===== src/common/wptps_pkg.sv =====
package wptps_pkg;
   // Register byte offsets
   localparam logic [7:0] OFF_CTRL = 8'h00;
   localparam logic [7:0] OFF_STATUS = 8'h04;
   localparam logic [7:0] OFF_INPUT_UNDERVOLTAGE_LOCKOUT_LO = 8'h08;
   localparam logic [7:0] OFF_INPUT_UNDERVOLTAGE_LOCKOUT_HI = 8'h0c;
   localparam logic [7:0] OFF_THERM_TH = 8'h10;
   localparam logic [7:0] OFF_SYS_ERR = 8'h14;
   localparam logic [7:0] OFF_POWER = 8'h18;
   // Control fields
   localparam int CTRL_GRANT_BIT = 0;
   localparam int CTRL_ACK_CAL_BIT = 1;
   localparam int CTRL_EXT_PROF_BIT = 2;
   localparam int CTRL_HI_ADAPT_BIT = 3;
   // System error fields
   localparam int ERR_THERM_BIT = 0;
   localparam int ERR_INPUT_UNDERVOLTAGE_LOCKOUT_BIT = 1;
   localparam int ERR_DIE_BIT = 2;
   localparam int ERR_FOREIGN_BIT = 3;
   // Reset values
   localparam logic [11:0] INPUT_UNDERVOLTAGE_LOCKOUT_LO_RST = 12'h200;
   localparam logic [11:0] INPUT_UNDERVOLTAGE_LOCKOUT_HI_RST = 12'h600;
   localparam logic [11:0] THERM_TH_RST = 12'h300;
   localparam logic [11:0] POWER_RST = 12'h080;
   // Die temperature limits in degrees C
   localparam logic [7:0] DIE_HOT_C = 8'h8c;
   localparam logic [7:0] DIE_COOL_C = 8'h78;
   // Ping repeat interval
   localparam int PING_PERIOD_US = 500;
   localparam int CLK_MHZ = 40;
   localparam int PING_CYCLES = PING_PERIOD_US * CLK_MHZ;
   // Packet kinds from the receiver
   localparam logic [2:0] PKT_SIG_STRENGTH = 3'h1;
   localparam logic [2:0] PKT_CONFIG = 3'h2;
   localparam logic [2:0] PKT_NEG_REQ = 3'h3;
   localparam logic [2:0] PKT_CAL = 3'h4;
   localparam logic [2:0] PKT_CTRL_ERR = 3'h5;
   localparam logic [2:0] PKT_RX_POWER = 3'h6;
   localparam logic [2:0] PKT_END = 3'h7;
   // Phases, one-hot
   typedef enum logic [6:0] {
      PH_SELECT = 7'h01,
      PH_PING = 7'h02,
      PH_IDCFG = 7'h04,
      PH_NEGOT = 7'h08,
      PH_CALIB = 7'h10,
      PH_XFER = 7'h20,
      PH_SHUT = 7'h40
   } wptps_phase_e;
endpackage : wptps_pkg


===== src/common/wptps_prot_if.sv =====
`timescale 1ns/1ps
interface wptps_prot_if;
   logic [11:0] vin;
   logic [11:0] therm;
   logic [7:0] die_temp;
   logic [11:0] input_undervoltage_lockout_lo;
   logic [11:0] input_undervoltage_lockout_hi;
   logic [11:0] therm_th;
   logic hi_adapt;
   logic input_undervoltage_lockout_flt;
   logic die_flt;
   logic therm_flt;
   modport prot (input vin, therm, die_temp, input_undervoltage_lockout_lo, input_undervoltage_lockout_hi, therm_th, hi_adapt,
                 output input_undervoltage_lockout_flt, die_flt, therm_flt);
   modport ctl (output vin, therm, die_temp, input_undervoltage_lockout_lo, input_undervoltage_lockout_hi, therm_th, hi_adapt,
                input input_undervoltage_lockout_flt, die_flt, therm_flt);
endinterface : wptps_prot_if


===== src/wptps_top.sv =====
`timescale 1ns/1ps
// Overview of operation
// - Ping phase drives power and waits for a genuine receiver response.
// - Good signal strength packet in ping moves to identification, power kept on.
// - Configuration packet accepted, default contract is set up.
// - Every negotiation request gets a grant or a deny answer, unless a quality factor mismatch arrives in the same cycle.
// - Quality factor mismatch in negotiation returns to selection.
// - Calibration runs light load mode then heavy load mode.
// - Power transfer starts once a contract exists.
// - Control error packets adjust delivered power level.
// - Received power reports feed the foreign object check.
// - End transfer packet terminates power transfer.
// - Active-low enable high puts the device into shutdown.
// - Supply below lockout threshold shuts the system down.
// - Lockout threshold follows adaptor voltage and is configurable.
// - Die over 140 C shuts down, resumes below 120 C.
// - Thermistor voltage compared to configurable threshold with default.
// - Low thermistor voltage halts power and flags system error.
// - Idle transmitter stays in standby pinging periodically.
// - Selection uses low-level measurement signal to watch the surface.
module wptps_top
   import wptps_pkg::*;
#(
   parameter int PING_CNT = PING_CYCLES
) (
   input wire logic I_REF_CLK,
   input wire logic I_RESET,
   input wire logic I_ENABLE_N,
   input wire logic [11:0] I_VIN_LEVEL,
   input wire logic [11:0] I_THERM_LEVEL,
   input wire logic [7:0] I_DIE_TEMP,
   input wire logic I_OBJECT_SEEN,
   input wire logic I_PKT_VALID,
   input wire logic [2:0] I_PKT_KIND,
   input wire logic [7:0] I_PKT_DATA,
   input wire logic I_Q_MISMATCH,
   input wire logic I_POWER_MISMATCH,
   input wire logic [31:0] S_AXI_AWADDR,
   input wire logic S_AXI_AWVALID,
   output logic S_AXI_AWREADY,
   input wire logic [31:0] S_AXI_WDATA,
   input wire logic [3:0] S_AXI_WSTRB,
   input wire logic S_AXI_WVALID,
   output logic S_AXI_WREADY,
   output logic [1:0] S_AXI_BRESP,
   output logic S_AXI_BVALID,
   input wire logic S_AXI_BREADY,
   input wire logic [31:0] S_AXI_ARADDR,
   input wire logic S_AXI_ARVALID,
   output logic S_AXI_ARREADY,
   output logic [31:0] S_AXI_RDATA,
   output logic [1:0] S_AXI_RRESP,
   output logic S_AXI_RVALID,
   input wire logic S_AXI_RREADY,
   output logic O_POWER_ON,
   output logic O_MEASURE_ON,
   output logic [11:0] O_POWER_LEVEL,
   output logic O_FSK_ACK,
   output logic O_FSK_NAK,
   output logic O_SHUTDOWN,
   output logic [6:0] O_PHASE
);
   if (PING_CNT < 2 || PING_CNT > 65535) begin : g_bad_ping
      $error("PING_CNT out of range");
   end

   typedef struct packed {
      wptps_phase_e phase;
      logic [15:0] ping_cnt;
      logic cal_mode2;
      logic contract;
      logic [3:0] ctrl;
      logic [11:0] input_undervoltage_lockout_lo;
      logic [11:0] input_undervoltage_lockout_hi;
      logic [11:0] therm_th;
      logic [3:0] sys_err;
      logic [11:0] power;
      logic power_on;
      logic measure_on;
      logic fsk_ack;
      logic fsk_nak;
      logic shutdown;
      logic aw_got;
      logic w_got;
      logic [7:0] aw_addr;
      logic [31:0] w_data;
      logic awready;
      logic wready;
      logic bvalid;
      logic [1:0] bresp;
      logic arready;
      logic rvalid;
      logic [31:0] rdata;
      logic [1:0] rresp;
   } wptps_top_s;

   wptps_top_s s_r;
   wptps_top_s s_nxt;
   wptps_prot_if pif();

   // Any fault source forcing shutdown
   function automatic logic any_fault(input logic en_n, input logic u, input logic d, input logic t);
      any_fault = en_n | u | d | t;
   endfunction : any_fault

   // Saturating signed adjust of the power level
   function automatic logic [11:0] adj_power(input logic [11:0] cur, input logic [7:0] err);
      logic signed [13:0] sum;
      sum = $signed({2'b00, cur}) + $signed({{6{err[7]}}, err});
      if (sum < 0) begin
         adj_power = 12'h000;
      end else if (sum > 14'sd4095) begin
         adj_power = 12'hfff;
      end else begin
         adj_power = sum[11:0];
      end
   endfunction : adj_power

   assign pif.vin = I_VIN_LEVEL;
   assign pif.therm = I_THERM_LEVEL;
   assign pif.die_temp = I_DIE_TEMP;
   assign pif.input_undervoltage_lockout_lo = s_r.input_undervoltage_lockout_lo;
   assign pif.input_undervoltage_lockout_hi = s_r.input_undervoltage_lockout_hi;
   assign pif.therm_th = s_r.therm_th;
   assign pif.hi_adapt = s_r.ctrl[CTRL_HI_ADAPT_BIT];

   wptps_protect u_prot (
      .i_clk(I_REF_CLK),
      .i_rst(I_RESET),
      .p(pif.prot)
   );

   logic fault;
   assign fault = any_fault(I_ENABLE_N, pif.input_undervoltage_lockout_flt, pif.die_flt, pif.therm_flt);

   // Next-state: phase sequencer and register slave
   always_comb begin
      s_nxt = s_r;
      s_nxt.fsk_ack = 1'b0;
      s_nxt.fsk_nak = 1'b0;
      // Sticky error flags, set wins over software clear
      if (s_r.aw_got && s_r.w_got && !s_r.bvalid && s_r.aw_addr == OFF_SYS_ERR && s_r.w_data[0 +: 1] != 1'b0) begin
         s_nxt.sys_err = s_r.sys_err & ~s_r.w_data[3:0];
      end
      if (pif.therm_flt) s_nxt.sys_err[ERR_THERM_BIT] = 1'b1;
      if (pif.input_undervoltage_lockout_flt) s_nxt.sys_err[ERR_INPUT_UNDERVOLTAGE_LOCKOUT_BIT] = 1'b1;
      if (pif.die_flt) s_nxt.sys_err[ERR_DIE_BIT] = 1'b1;
      if (fault) begin
         s_nxt.phase = PH_SHUT;
         s_nxt.contract = 1'b0;
      end else begin
         case (s_r.phase)
            PH_SHUT: begin
               s_nxt.phase = PH_SELECT;
               s_nxt.ping_cnt = '0;
            end
            PH_SELECT: begin
               // Count up to the next periodic ping
               s_nxt.ping_cnt = s_r.ping_cnt + 16'h0001;
               if (I_OBJECT_SEEN || s_r.ping_cnt == 16'(PING_CNT - 1)) begin
                  s_nxt.phase = PH_PING;
                  s_nxt.ping_cnt = '0;
               end
            end
            PH_PING: begin
               s_nxt.ping_cnt = s_r.ping_cnt + 16'h0001;
               if (I_PKT_VALID && I_PKT_KIND == PKT_SIG_STRENGTH) begin
                  s_nxt.phase = PH_IDCFG;
               end else if (s_r.ping_cnt == 16'(PING_CNT - 1)) begin
                  s_nxt.phase = PH_SELECT;
                  s_nxt.ping_cnt = '0;
               end
            end
            PH_IDCFG: begin
               if (I_PKT_VALID && I_PKT_KIND == PKT_CONFIG) begin
                  s_nxt.contract = 1'b1;
                  s_nxt.power = POWER_RST;
                  s_nxt.cal_mode2 = 1'b0;
                  // Silence answers as a baseline transmitter
                  if (s_r.ctrl[CTRL_EXT_PROF_BIT]) begin
                     s_nxt.fsk_ack = 1'b1;
                     s_nxt.phase = PH_NEGOT;
                  end else begin
                     s_nxt.phase = PH_XFER;
                  end
               end
            end
            PH_NEGOT: begin
               if (I_Q_MISMATCH) begin
                  s_nxt.phase = PH_SELECT;
                  s_nxt.sys_err[ERR_FOREIGN_BIT] = 1'b1;
                  s_nxt.contract = 1'b0;
                  s_nxt.ping_cnt = '0;
               end else if (I_PKT_VALID && I_PKT_KIND == PKT_NEG_REQ) begin
                  s_nxt.fsk_ack = s_r.ctrl[CTRL_GRANT_BIT];
                  s_nxt.fsk_nak = !s_r.ctrl[CTRL_GRANT_BIT];
               end else if (I_PKT_VALID && I_PKT_KIND == PKT_CAL) begin
                  s_nxt.phase = PH_CALIB;
               end
            end
            PH_CALIB: begin
               if (I_PKT_VALID && I_PKT_KIND == PKT_CAL && s_r.ctrl[CTRL_ACK_CAL_BIT]) begin
                  s_nxt.fsk_ack = 1'b1;
                  s_nxt.cal_mode2 = 1'b1;
                  if (s_r.cal_mode2) s_nxt.phase = PH_XFER;
               end
            end
            PH_XFER: begin
               if (I_PKT_VALID && I_PKT_KIND == PKT_CTRL_ERR) begin
                  s_nxt.power = adj_power(s_r.power, I_PKT_DATA);
               end else if (I_PKT_VALID && I_PKT_KIND == PKT_RX_POWER && I_POWER_MISMATCH) begin
                  s_nxt.phase = PH_SELECT;
                  s_nxt.sys_err[ERR_FOREIGN_BIT] = 1'b1;
                  s_nxt.contract = 1'b0;
                  s_nxt.ping_cnt = '0;
               end else if (I_PKT_VALID && I_PKT_KIND == PKT_END) begin
                  s_nxt.phase = PH_SELECT;
                  s_nxt.contract = 1'b0;
                  s_nxt.ping_cnt = '0;
               end
            end
            default: s_nxt.phase = PH_SHUT;
         endcase
      end
      s_nxt.shutdown = (s_nxt.phase == PH_SHUT);
      s_nxt.power_on = s_nxt.phase inside {PH_PING, PH_IDCFG, PH_NEGOT, PH_CALIB, PH_XFER};
      s_nxt.measure_on = (s_nxt.phase == PH_SELECT);
      // AXI write channel
      s_nxt.awready = 1'b0;
      s_nxt.wready = 1'b0;
      if (S_AXI_AWVALID && !s_r.aw_got && !s_r.awready) begin
         s_nxt.awready = 1'b1;
         s_nxt.aw_got = 1'b1;
         s_nxt.aw_addr = S_AXI_AWADDR[7:0];
      end
      if (S_AXI_WVALID && !s_r.w_got && !s_r.wready) begin
         s_nxt.wready = 1'b1;
         s_nxt.w_got = 1'b1;
         s_nxt.w_data = S_AXI_WDATA;
      end
      if (s_r.aw_got && s_r.w_got && !s_r.bvalid) begin
         s_nxt.bvalid = 1'b1;
         s_nxt.bresp = 2'b00;
         case (s_r.aw_addr)
            OFF_CTRL: s_nxt.ctrl = s_r.w_data[3:0];
            OFF_INPUT_UNDERVOLTAGE_LOCKOUT_LO: s_nxt.input_undervoltage_lockout_lo = s_r.w_data[11:0];
            OFF_INPUT_UNDERVOLTAGE_LOCKOUT_HI: s_nxt.input_undervoltage_lockout_hi = s_r.w_data[11:0];
            OFF_THERM_TH: s_nxt.therm_th = s_r.w_data[11:0];
            OFF_SYS_ERR, OFF_STATUS, OFF_POWER: s_nxt.bresp = 2'b00;
            default: s_nxt.bresp = 2'b10;
         endcase
      end
      if (s_r.bvalid && S_AXI_BREADY) begin
         s_nxt.bvalid = 1'b0;
         s_nxt.aw_got = 1'b0;
         s_nxt.w_got = 1'b0;
      end
      // AXI read channel
      s_nxt.arready = 1'b0;
      if (S_AXI_ARVALID && !s_r.rvalid && !s_r.arready) begin
         s_nxt.arready = 1'b1;
         s_nxt.rvalid = 1'b1;
         s_nxt.rresp = 2'b00;
         case (S_AXI_ARADDR[7:0])
            OFF_CTRL: s_nxt.rdata = {28'h0000000, s_r.ctrl};
            OFF_STATUS: s_nxt.rdata = {24'h000000, s_r.contract, s_r.phase};
            OFF_INPUT_UNDERVOLTAGE_LOCKOUT_LO: s_nxt.rdata = {20'h00000, s_r.input_undervoltage_lockout_lo};
            OFF_INPUT_UNDERVOLTAGE_LOCKOUT_HI: s_nxt.rdata = {20'h00000, s_r.input_undervoltage_lockout_hi};
            OFF_THERM_TH: s_nxt.rdata = {20'h00000, s_r.therm_th};
            OFF_SYS_ERR: s_nxt.rdata = {28'h0000000, s_r.sys_err};
            OFF_POWER: s_nxt.rdata = {20'h00000, s_r.power};
            default: begin
               s_nxt.rdata = 32'h00000000;
               s_nxt.rresp = 2'b10;
            end
         endcase
      end else if (s_r.rvalid && S_AXI_RREADY) begin
         s_nxt.rvalid = 1'b0;
      end
   end

   // State register
   always_ff @(posedge I_REF_CLK or posedge I_RESET) begin
      if (I_RESET) begin
         s_r <= '0;
         s_r.phase <= PH_SHUT;
         s_r.shutdown <= 1'b1;
         s_r.input_undervoltage_lockout_lo <= INPUT_UNDERVOLTAGE_LOCKOUT_LO_RST;
         s_r.input_undervoltage_lockout_hi <= INPUT_UNDERVOLTAGE_LOCKOUT_HI_RST;
         s_r.therm_th <= THERM_TH_RST;
         s_r.power <= POWER_RST;
      end else begin
         s_r <= s_nxt;
      end
   end

   assign S_AXI_AWREADY = s_r.awready;
   assign S_AXI_WREADY = s_r.wready;
   assign S_AXI_BVALID = s_r.bvalid;
   assign S_AXI_BRESP = s_r.bresp;
   assign S_AXI_ARREADY = s_r.arready;
   assign S_AXI_RVALID = s_r.rvalid;
   assign S_AXI_RDATA = s_r.rdata;
   assign S_AXI_RRESP = s_r.rresp;
   assign O_POWER_ON = s_r.power_on;
   assign O_MEASURE_ON = s_r.measure_on;
   assign O_POWER_LEVEL = s_r.power;
   assign O_FSK_ACK = s_r.fsk_ack;
   assign O_FSK_NAK = s_r.fsk_nak;
   assign O_SHUTDOWN = s_r.shutdown;
   assign O_PHASE = s_r.phase;

   a_enable_shut: assert property (@(posedge I_REF_CLK) disable iff (I_RESET)
      I_ENABLE_N |=> (O_SHUTDOWN && !O_POWER_ON)) else $error("disable did not shut down");
   a_ping_to_id: assert property (@(posedge I_REF_CLK) disable iff (I_RESET)
      (s_r.phase == PH_PING && I_PKT_VALID && I_PKT_KIND == PKT_SIG_STRENGTH && !fault)
      |=> (s_r.phase == PH_IDCFG && O_POWER_ON)) else $error("ping did not advance");
   a_neg_answer: assert property (@(posedge I_REF_CLK) disable iff (I_RESET)
      (s_r.phase == PH_NEGOT && I_PKT_VALID && I_PKT_KIND == PKT_NEG_REQ && !fault && !I_Q_MISMATCH)
      |=> (O_FSK_ACK ^ O_FSK_NAK)) else $error("negotiation request unanswered");
   a_q_select: assert property (@(posedge I_REF_CLK) disable iff (I_RESET)
      (s_r.phase == PH_NEGOT && I_Q_MISMATCH && !fault) |=> (s_r.phase == PH_SELECT)) else
      $error("foreign object not handled");
   a_cal_hold: assert property (@(posedge I_REF_CLK) disable iff (I_RESET)
      (s_r.phase == PH_CALIB && !s_r.ctrl[CTRL_ACK_CAL_BIT] && !fault) |=> $stable(s_r.cal_mode2)) else
      $error("calibration advanced without ack");
   a_end_xfer: assert property (@(posedge I_REF_CLK) disable iff (I_RESET)
      (s_r.phase == PH_XFER && I_PKT_VALID && I_PKT_KIND == PKT_END && !fault)
      |=> (!O_POWER_ON && s_r.phase == PH_SELECT)) else $error("end packet ignored");
   a_therm_flag: assert property (@(posedge I_REF_CLK) disable iff (I_RESET)
      pif.therm_flt |=> (s_r.sys_err[ERR_THERM_BIT] && s_r.phase == PH_SHUT)) else
      $error("thermistor flag missing");
   a_shut_return: assert property (@(posedge I_REF_CLK) disable iff (I_RESET)
      (s_r.phase == PH_SHUT && !fault) |=> (s_r.phase == PH_SELECT && O_MEASURE_ON && !O_POWER_ON)) else
      $error("no return to selection");
   a_phase_seen: assert property (@(posedge I_REF_CLK) disable iff (I_RESET)
      (s_r.phase == PH_SELECT && I_OBJECT_SEEN && !fault) |=> (O_PHASE == PH_PING)) else
      $error("phase not visible");
endmodule : wptps_top


===== src/wptps_protect.sv =====
`timescale 1ns/1ps
module wptps_protect
   import wptps_pkg::*;
(
   input wire logic i_clk,
   input wire logic i_rst,
   wptps_prot_if.prot p
);
   typedef struct packed {
      logic input_undervoltage_lockout;
      logic die;
      logic therm;
   } wptps_prot_s;
   wptps_prot_s st_r;
   wptps_prot_s st_nxt;

   // Fault evaluation; die fault has hysteresis
   always_comb begin
      st_nxt = st_r;
      st_nxt.input_undervoltage_lockout = p.vin < (p.hi_adapt ? p.input_undervoltage_lockout_hi : p.input_undervoltage_lockout_lo);
      st_nxt.therm = p.therm < p.therm_th;
      if (p.die_temp > DIE_HOT_C) begin
         st_nxt.die = 1'b1;
      end else if (p.die_temp < DIE_COOL_C) begin
         st_nxt.die = 1'b0;
      end
   end

   always_ff @(posedge i_clk or posedge i_rst) begin
      if (i_rst) begin
         st_r <= '0;
      end else begin
         st_r <= st_nxt;
      end
   end

   assign p.input_undervoltage_lockout_flt = st_r.input_undervoltage_lockout;
   assign p.die_flt = st_r.die;
   assign p.therm_flt = st_r.therm;

   a_die_hyst: assert property (@(posedge i_clk) disable iff (i_rst)
      (st_r.die && p.die_temp >= DIE_COOL_C) |=> st_r.die) else $error("die fault released early");
   a_therm_trip: assert property (@(posedge i_clk) disable iff (i_rst)
      (p.therm < p.therm_th) |=> st_r.therm) else $error("thermistor fault missed");
endmodule : wptps_protect


===== config.mk =====
export PLATFORM = sky130hd
export DESIGN_NAME = wptps_top
export DESIGN_NICKNAME = d
export VERILOG_FILES = /design/src/common/wptps_pkg.sv /design/src/common/wptps_prot_if.sv /design/src/wptps_top.sv /design/src/wptps_protect.sv
export SDC_FILE = /design/constraint.sdc
export NUM_CORES = 1
export LEC_CHECK = 0
export BUFFER_PORTS_ARGS = -buffer_cell sky130_fd_sc_hd__buf_2
export CAP_MARGIN = 20
export CORE_ASPECT_RATIO = 1.1
export CORE_UTILIZATION = 55
export CTS_BUF_LIST = sky130_fd_sc_hd__clkbuf_4 sky130_fd_sc_hd__clkbuf_8
export CTS_CLUSTER_SIZE = 12
export DETAILED_ROUTE_END_ITERATION = 12
export PLACE_DENSITY = 0.8
export SKIP_CTS_REPAIR_TIMING = 1
export SLEW_MARGIN = 20
export SYNTH_ARGS = -nofsm -noshare
export SYNTH_HDL_FRONTEND = slang
export SYNTH_HIERARCHICAL = 1
export SYNTH_SLANG_ARGS = --single-unit
export TNS_END_PERCENT = 50

===== constraint.sdc =====
create_clock -name I_REF_CLK -period 3.97 [get_ports I_REF_CLK]
set_clock_uncertainty 0.05 [all_clocks]
set_input_delay 0.1985 -clock I_REF_CLK [delete_from_list [all_inputs] [get_ports I_REF_CLK]]
set_output_delay 0.1985 -clock I_REF_CLK [all_outputs]
set_load 0.005 [all_outputs]

### After elaboration in Yosys (flattened, before gate mapping)

Cells that the tools add are included.

| word-level totals | value |
|---|---|
| flip-flop bits (word level) | 152 |
| output and inout port bits | 65 |
| logic and storage cells | 211 |

| cells by class | value |
|---|---|
| add/sub/neg operators | 2 |
| magnitude comparators | 6 |
| equal/unequal tests | 44 |
| multiplexer cells | 65 |
| bitwise gates (word level) | 6 |
| reductions and logical operators | 55 |

Operators with widths:

| kind | number |
|---|---|
| $mux W23 | 5 |
| $pmux W12 S7 | 1 |
| $pmux W16 S5 | 1 |
| $mux W12 | 5 |
| $mux W7 | 8 |
| $pmux W7 S7 | 1 |
| $eq A8 B5 Y1 const B | 6 |
| $eq A8 B4 Y1 const B | 4 |
| $mux W16 | 2 |
| $mux W1 | 27 |
| $lt A12 B12 Y1 | 2 |
| $pmux W12 S2 | 1 |
| $logic_and A1 B1 Y1 | 21 |
| $reduce_bool A2 Y1 | 10 |
| $add A16 B1 Y16 const B | 1 |
| $eq A16 B15 Y1 const B | 1 |
| $eq A8 B3 Y1 const B | 2 |
| $logic_not A8 Y1 | 2 |
| $add A13 B8 Y14 | 1 |
| $eq A7 B1 Y1 const B | 2 |
| $eq A7 B2 Y1 const B | 2 |
| $eq A7 B3 Y1 const B | 2 |
| $eq A7 B4 Y1 const B | 2 |
| $eq A7 B5 Y1 const B | 2 |
| 30 further kinds | 67 |

### Depth between registers and ports, before layout

| logic depth | value |
|---|---|
| word-level depth | 9 |
| gate-level depth with buffers | 10 |
| mapped depth without buffers | 9 |

### By module

Netlist, hierarchy kept.

By module, submodules not included:

| module | times used | cells an instance | area each (sq um) | seq. area each (sq um) |
|---|---|---|---|---|
| wptps_top | 1 | 706 | 7174.4 | 3188.1 |
| wptps_protect | 1 | 86 | 735.7 | 75.1 |

### Worst setup path after synthesis

Ideal clock, no wire load.

| timing path | value |
|---|---|
| kind | register to register |
| start point | register s_r (netlist bit O_PHASE[3]) |
| end point | register s_r[152] (netlist bit) |
| arrival time | 2.449 ns |
| data required time | 3.828 ns |
| setup slack | 1.379 ns |
| stages on the path, launching flop included | 10 |
| path through | dfrtp_1 or4_4 nor2_4 or4b_1 buf_2 and2_4 or2_1 buf_6 buf_6 o31ai_2 |

| between the ends | value |
|---|---|
| cells in the longest elaborated chain, start to end | 3 |

RTL lines:

| item | RTL line | text |
|---|---|---|
| start: declaration | wptps_top.sv:97 | `wptps_top_s s_r;` |
| start signal: assignment | wptps_top.sv:293 | `s_r <= s_nxt;` |
| $eq A7 B6 Y1 (tied with other cells) | wptps_top.sv:152 | `case (s_r.phase)` |
| $ne A3 B3 Y1 (no line) (tied with other cells) | -- |  |
| $reduce_and A5 Y1 (no line) | -- |  |

Parallel ways exist; a longest one is shown, timed or not.
A chain may end at the register's enable or synchronous reset.

### Worst setup path in the final report

| timing path | value |
|---|---|
| start point | register s_r (netlist bit O_PHASE[1]) |
| end point | register s_r[159] (netlist bit) |

Same word-level chain as after synthesis.

==> impl_results.md <==
- TritonCTS clock tree: done
- Cell taking the most area after synthesis: dfrtp_1
- Worst r2r path cells: 6
- Worst min-delay path class: in -> reg
- Sink of the worst hold path: u_prot/p.die_flt$_DFFE_PP0P_
- Ys async rst share: 1.00
- Cell row count: 45
- Yosys cell types: 75
- Core box area: 0.0139 mm2
- CTS clock-pin slew for the worst setup and hold paths: 70 ps
- DR WL/cell: 17.4 um
- Status: finished with violations
- Post-synth EDFFs: 0
- Post-Syn Instances: 792
- Worst IR Drop VDD: 0.378 mV
- Worst relative slew slack: 0.320
- Post-synth top area share: 0.386
- Yosys Warn Count: 6
- Largest net degree at the start of global routing: 72
- RSZ-0062 raised after global routing: no
- Worst reg2reg path endpoint: s_r[159]$_DFFE_PP0P_
- Setup slack at placement: 1020 ps
- DR vias/cell: 5.89
- Clk_lat worst skew: 450 ps
- Hold_sp: I_DIE_TEMP[7]
- # port buffers: 125
- Final hold vios: 1
- Post-route DRC: 0
- Worst setup margin: 957 ps
- Routed via count: 6,501
- Initial antenna violation count: 0
- Crit path DAT: 3310 ps
- Finished Core Util: 0.655
- HPWL Detailed: 14,200 um
- First-pass GRT wire length: 30,500 um
- FF-to-FF setup slack: 960 ps
- Lkg Pwr: 4.12 nW
- Num CTS Buffers: 17
- Post-synthesis sequential area ratio: 0.413
- Clk sinks: 130
- Placed cell areas: 0.00835 mm2
- GRT overflow: 0
- Failing checks: negative hold slack
- Post-layout nets: 1,095
- Vias in the first global route: 6,235
- Layout cells sized above 1: 0.273
- Top_reg_cell synth: dfrtp_1
- Post-synthesis cell area: 0.00791 mm2
- Pwr Density: 451 mW/mm2
- Die area: 0.0149 mm2
- Synth top area cells: dfrtp_1 (39%), mux2_2 (9.1%), ha_1 (5.7%), buf_4 (5.2%), mux2i_1 (3.5%)
- Max Fclk: 332 MHz
- I/O pins: 220
- Period utilization: 0.759
- Critical R2R Launch: O_PHASE[1]$_DFF_PP0_
- Hold Path Depth: 3
- Htree depth: 4
- Post-DRT Antenna Nets: 0
- Die span in x: 116 um
- CTS Root Cell: clkbuf_8
- 1st-pass router iterations: 5
- Worst setup SP type: flip-flop
- Starting density of the core: 0.569
- Layout area overhead: 15.2%
- Critical Path End Type: flip-flop
- Synth Register Bits: 130
- WP data required: 4260 ps
- Final setup fails: 0
- Routed WL: 19,200 um
- Final Instance Area: 0.00911 mm2
- Max Slew Vio Count: 0
- Worst Tran Pin Value: 1020 ps
- WS Path Type: reg -> reg
- DR iter-0 viols: 504
- Min Tclk post-route: 3010 ps
- GPL Wtd Cong: 0.935
- Die height: 128 um
- Largest fanout on the critical path: 18
- Maximum root-to-sink buffer count: 2
- Hold WS: -16.2 ps
- Max capacitance violation total: 0
- Global Route Usage Sum: 0.266
- Avg Cell Area, Syn: 9.99 um2
- Diodes inserted: 0
- Post-route setup TNS: 0 ps
-- registers in the layout, summed over array words and instances (netlist names), 7 cells and up --
register	flops
pif.input_undervoltage_lockout_lo	12
O_PHASE	7
S_AXI_RDATA	12
O_POWER_LEVEL	12
pif.input_undervoltage_lockout_hi	12
pif.therm_th	12
s_r	47
-- stage by stage --
step           std cells  hold slack [ps]  total power, W
3_5_place_dp        1047             66.7         0.00269
5_1_grt             1104             6.61         0.00431
6_report            1104            -16.2         0.00411
3_3_place_gp        1047             67.6         0.00265
4_1_cts             1079             -415         0.00409
2_1_floorplan        813            -97.9         0.00242
-- power breakdown --
part / internal, W / switching [W] / total, W
clock: 0.000882 / 0.000517 / 0.00140
sequential: 0.00160 / 0.000291 / 0.00189
combinational: 0.000447 / 0.000378 / 0.000825
total: 0.00293 / 0.00119 / 0.00411
-- worst max path at each step --
stage | start | to | cells after the start
2_1_floorplan | I_RESET | O_FSK_ACK$_DFF_PP0_ | 1
4_1_cts | O_PHASE[1]$_DFF_PP0_ | s_r[159]$_DFFE_PP0P_ | 6
3_3_place_gp | O_PHASE[1]$_DFF_PP0_ | s_r[159]$_DFFE_PP0P_ | 6
3_5_place_dp | O_PHASE[1]$_DFF_PP0_ | s_r[159]$_DFFE_PP0P_ | 6
6_report | O_PHASE[1]$_DFF_PP0_ | s_r[159]$_DFFE_PP0P_ | 6
5_1_grt | O_PHASE[0]$_DFF_PP0_ | s_r[159]$_DFFE_PP0P_ | 6
-- layout by cell type (no fill, tap or decap), types with 6 or more instances in the layout --
master / count
buf_2: 125
dfrtp_1: 122
nand2_1: 69
mux2_2: 64
o21ai_0: 48
ha_1: 36
a21oi_1: 35
inv_1: 34
nor2_1: 33
mux2i_1: 28
dlygate4sd3_1: 25
conb_1: 22
clkbuf_8: 20
nand3_1: 18
a211oi_1: 12
nor3_1: 11
nor2b_1: 10
a2bb2oi_1: 9
dfstp_2: 8
a31oi_1: 8
nand4_1: 8
and3_1: 7
nand3b_1: 7
nand2b_1: 7
a311oi_1: 7
a21o_1: 7
o211ai_1: 7
or3_1: 6
o21a_1: 6
bufinv_16: 6
-- worst max-delay path: stages, from the launching register on --
cell and delay [ps]:
dfrtp_1 500, nor2b_1 280, o311ai_0 150, a2111o_1 440, a221o_1 580, or2_1 540, o41ai_2 370
-- cell usage after synthesis (all sizes together) (4+ instances only) --
| master | number |
|---|---|
| a2bb2oi | 9 |
| nor3 | 12 |
| buf | 63 |
| o21a | 6 |
| a211oi | 12 |
| ha | 36 |
| nor3b | 5 |
| nand3b | 7 |
| o22ai | 5 |
| mux2 | 64 |
| o31ai | 8 |
| or3 | 6 |
| or2 | 4 |
| nand3 | 18 |
| a221oi | 4 |
| nor4b | 4 |
| clkbuf | 20 |
| dfstp | 8 |
| a31oi | 8 |
| and2 | 4 |
| a21oi | 35 |
| nor4 | 5 |
| a21o | 7 |
| and3 | 7 |
| dfrtp | 122 |
| or4 | 5 |
| nor2b | 10 |
| nand2b | 7 |
| a311oi | 7 |
| nand4 | 8 |
| nand2 | 69 |
| o21ai | 52 |
| o211ai | 7 |
| nor2 | 34 |
| mux2i | 28 |
| and4 | 4 |
| inv | 35 |
-- cell families after synthesis --
logic type | count (synthesis) | share of synthesized area
and+or+nand+nor | 215 | 0.143
DFF | 130 | 0.413
muxes | 93 | 0.129
adders and majority gates | 37 | 0.0595
xor gates and xnor gates | 6 | 0.00664
buffers and inverters | 118 | 0.0843
AOI/OAI and AO/OA | 192 | 0.164
other | 1 | 0.000474
-- area by class of cell --
class	instances	area, um2
clock buffer	23	298
clock inverter	9	200
fill	1118	4800
inverter	35	134
multi-input combinational	565	4080
sequential	130	3260
tap	188	235
timing repair buffer	154	906
-- routing by layer --
layer,track usage,share of wire
met5,0,0
met4,0.101,0.021
met3,0.0591,0.063
met2,0.434,0.49
met1,0.345,0.43
Power figures use the tool's default switching activity.
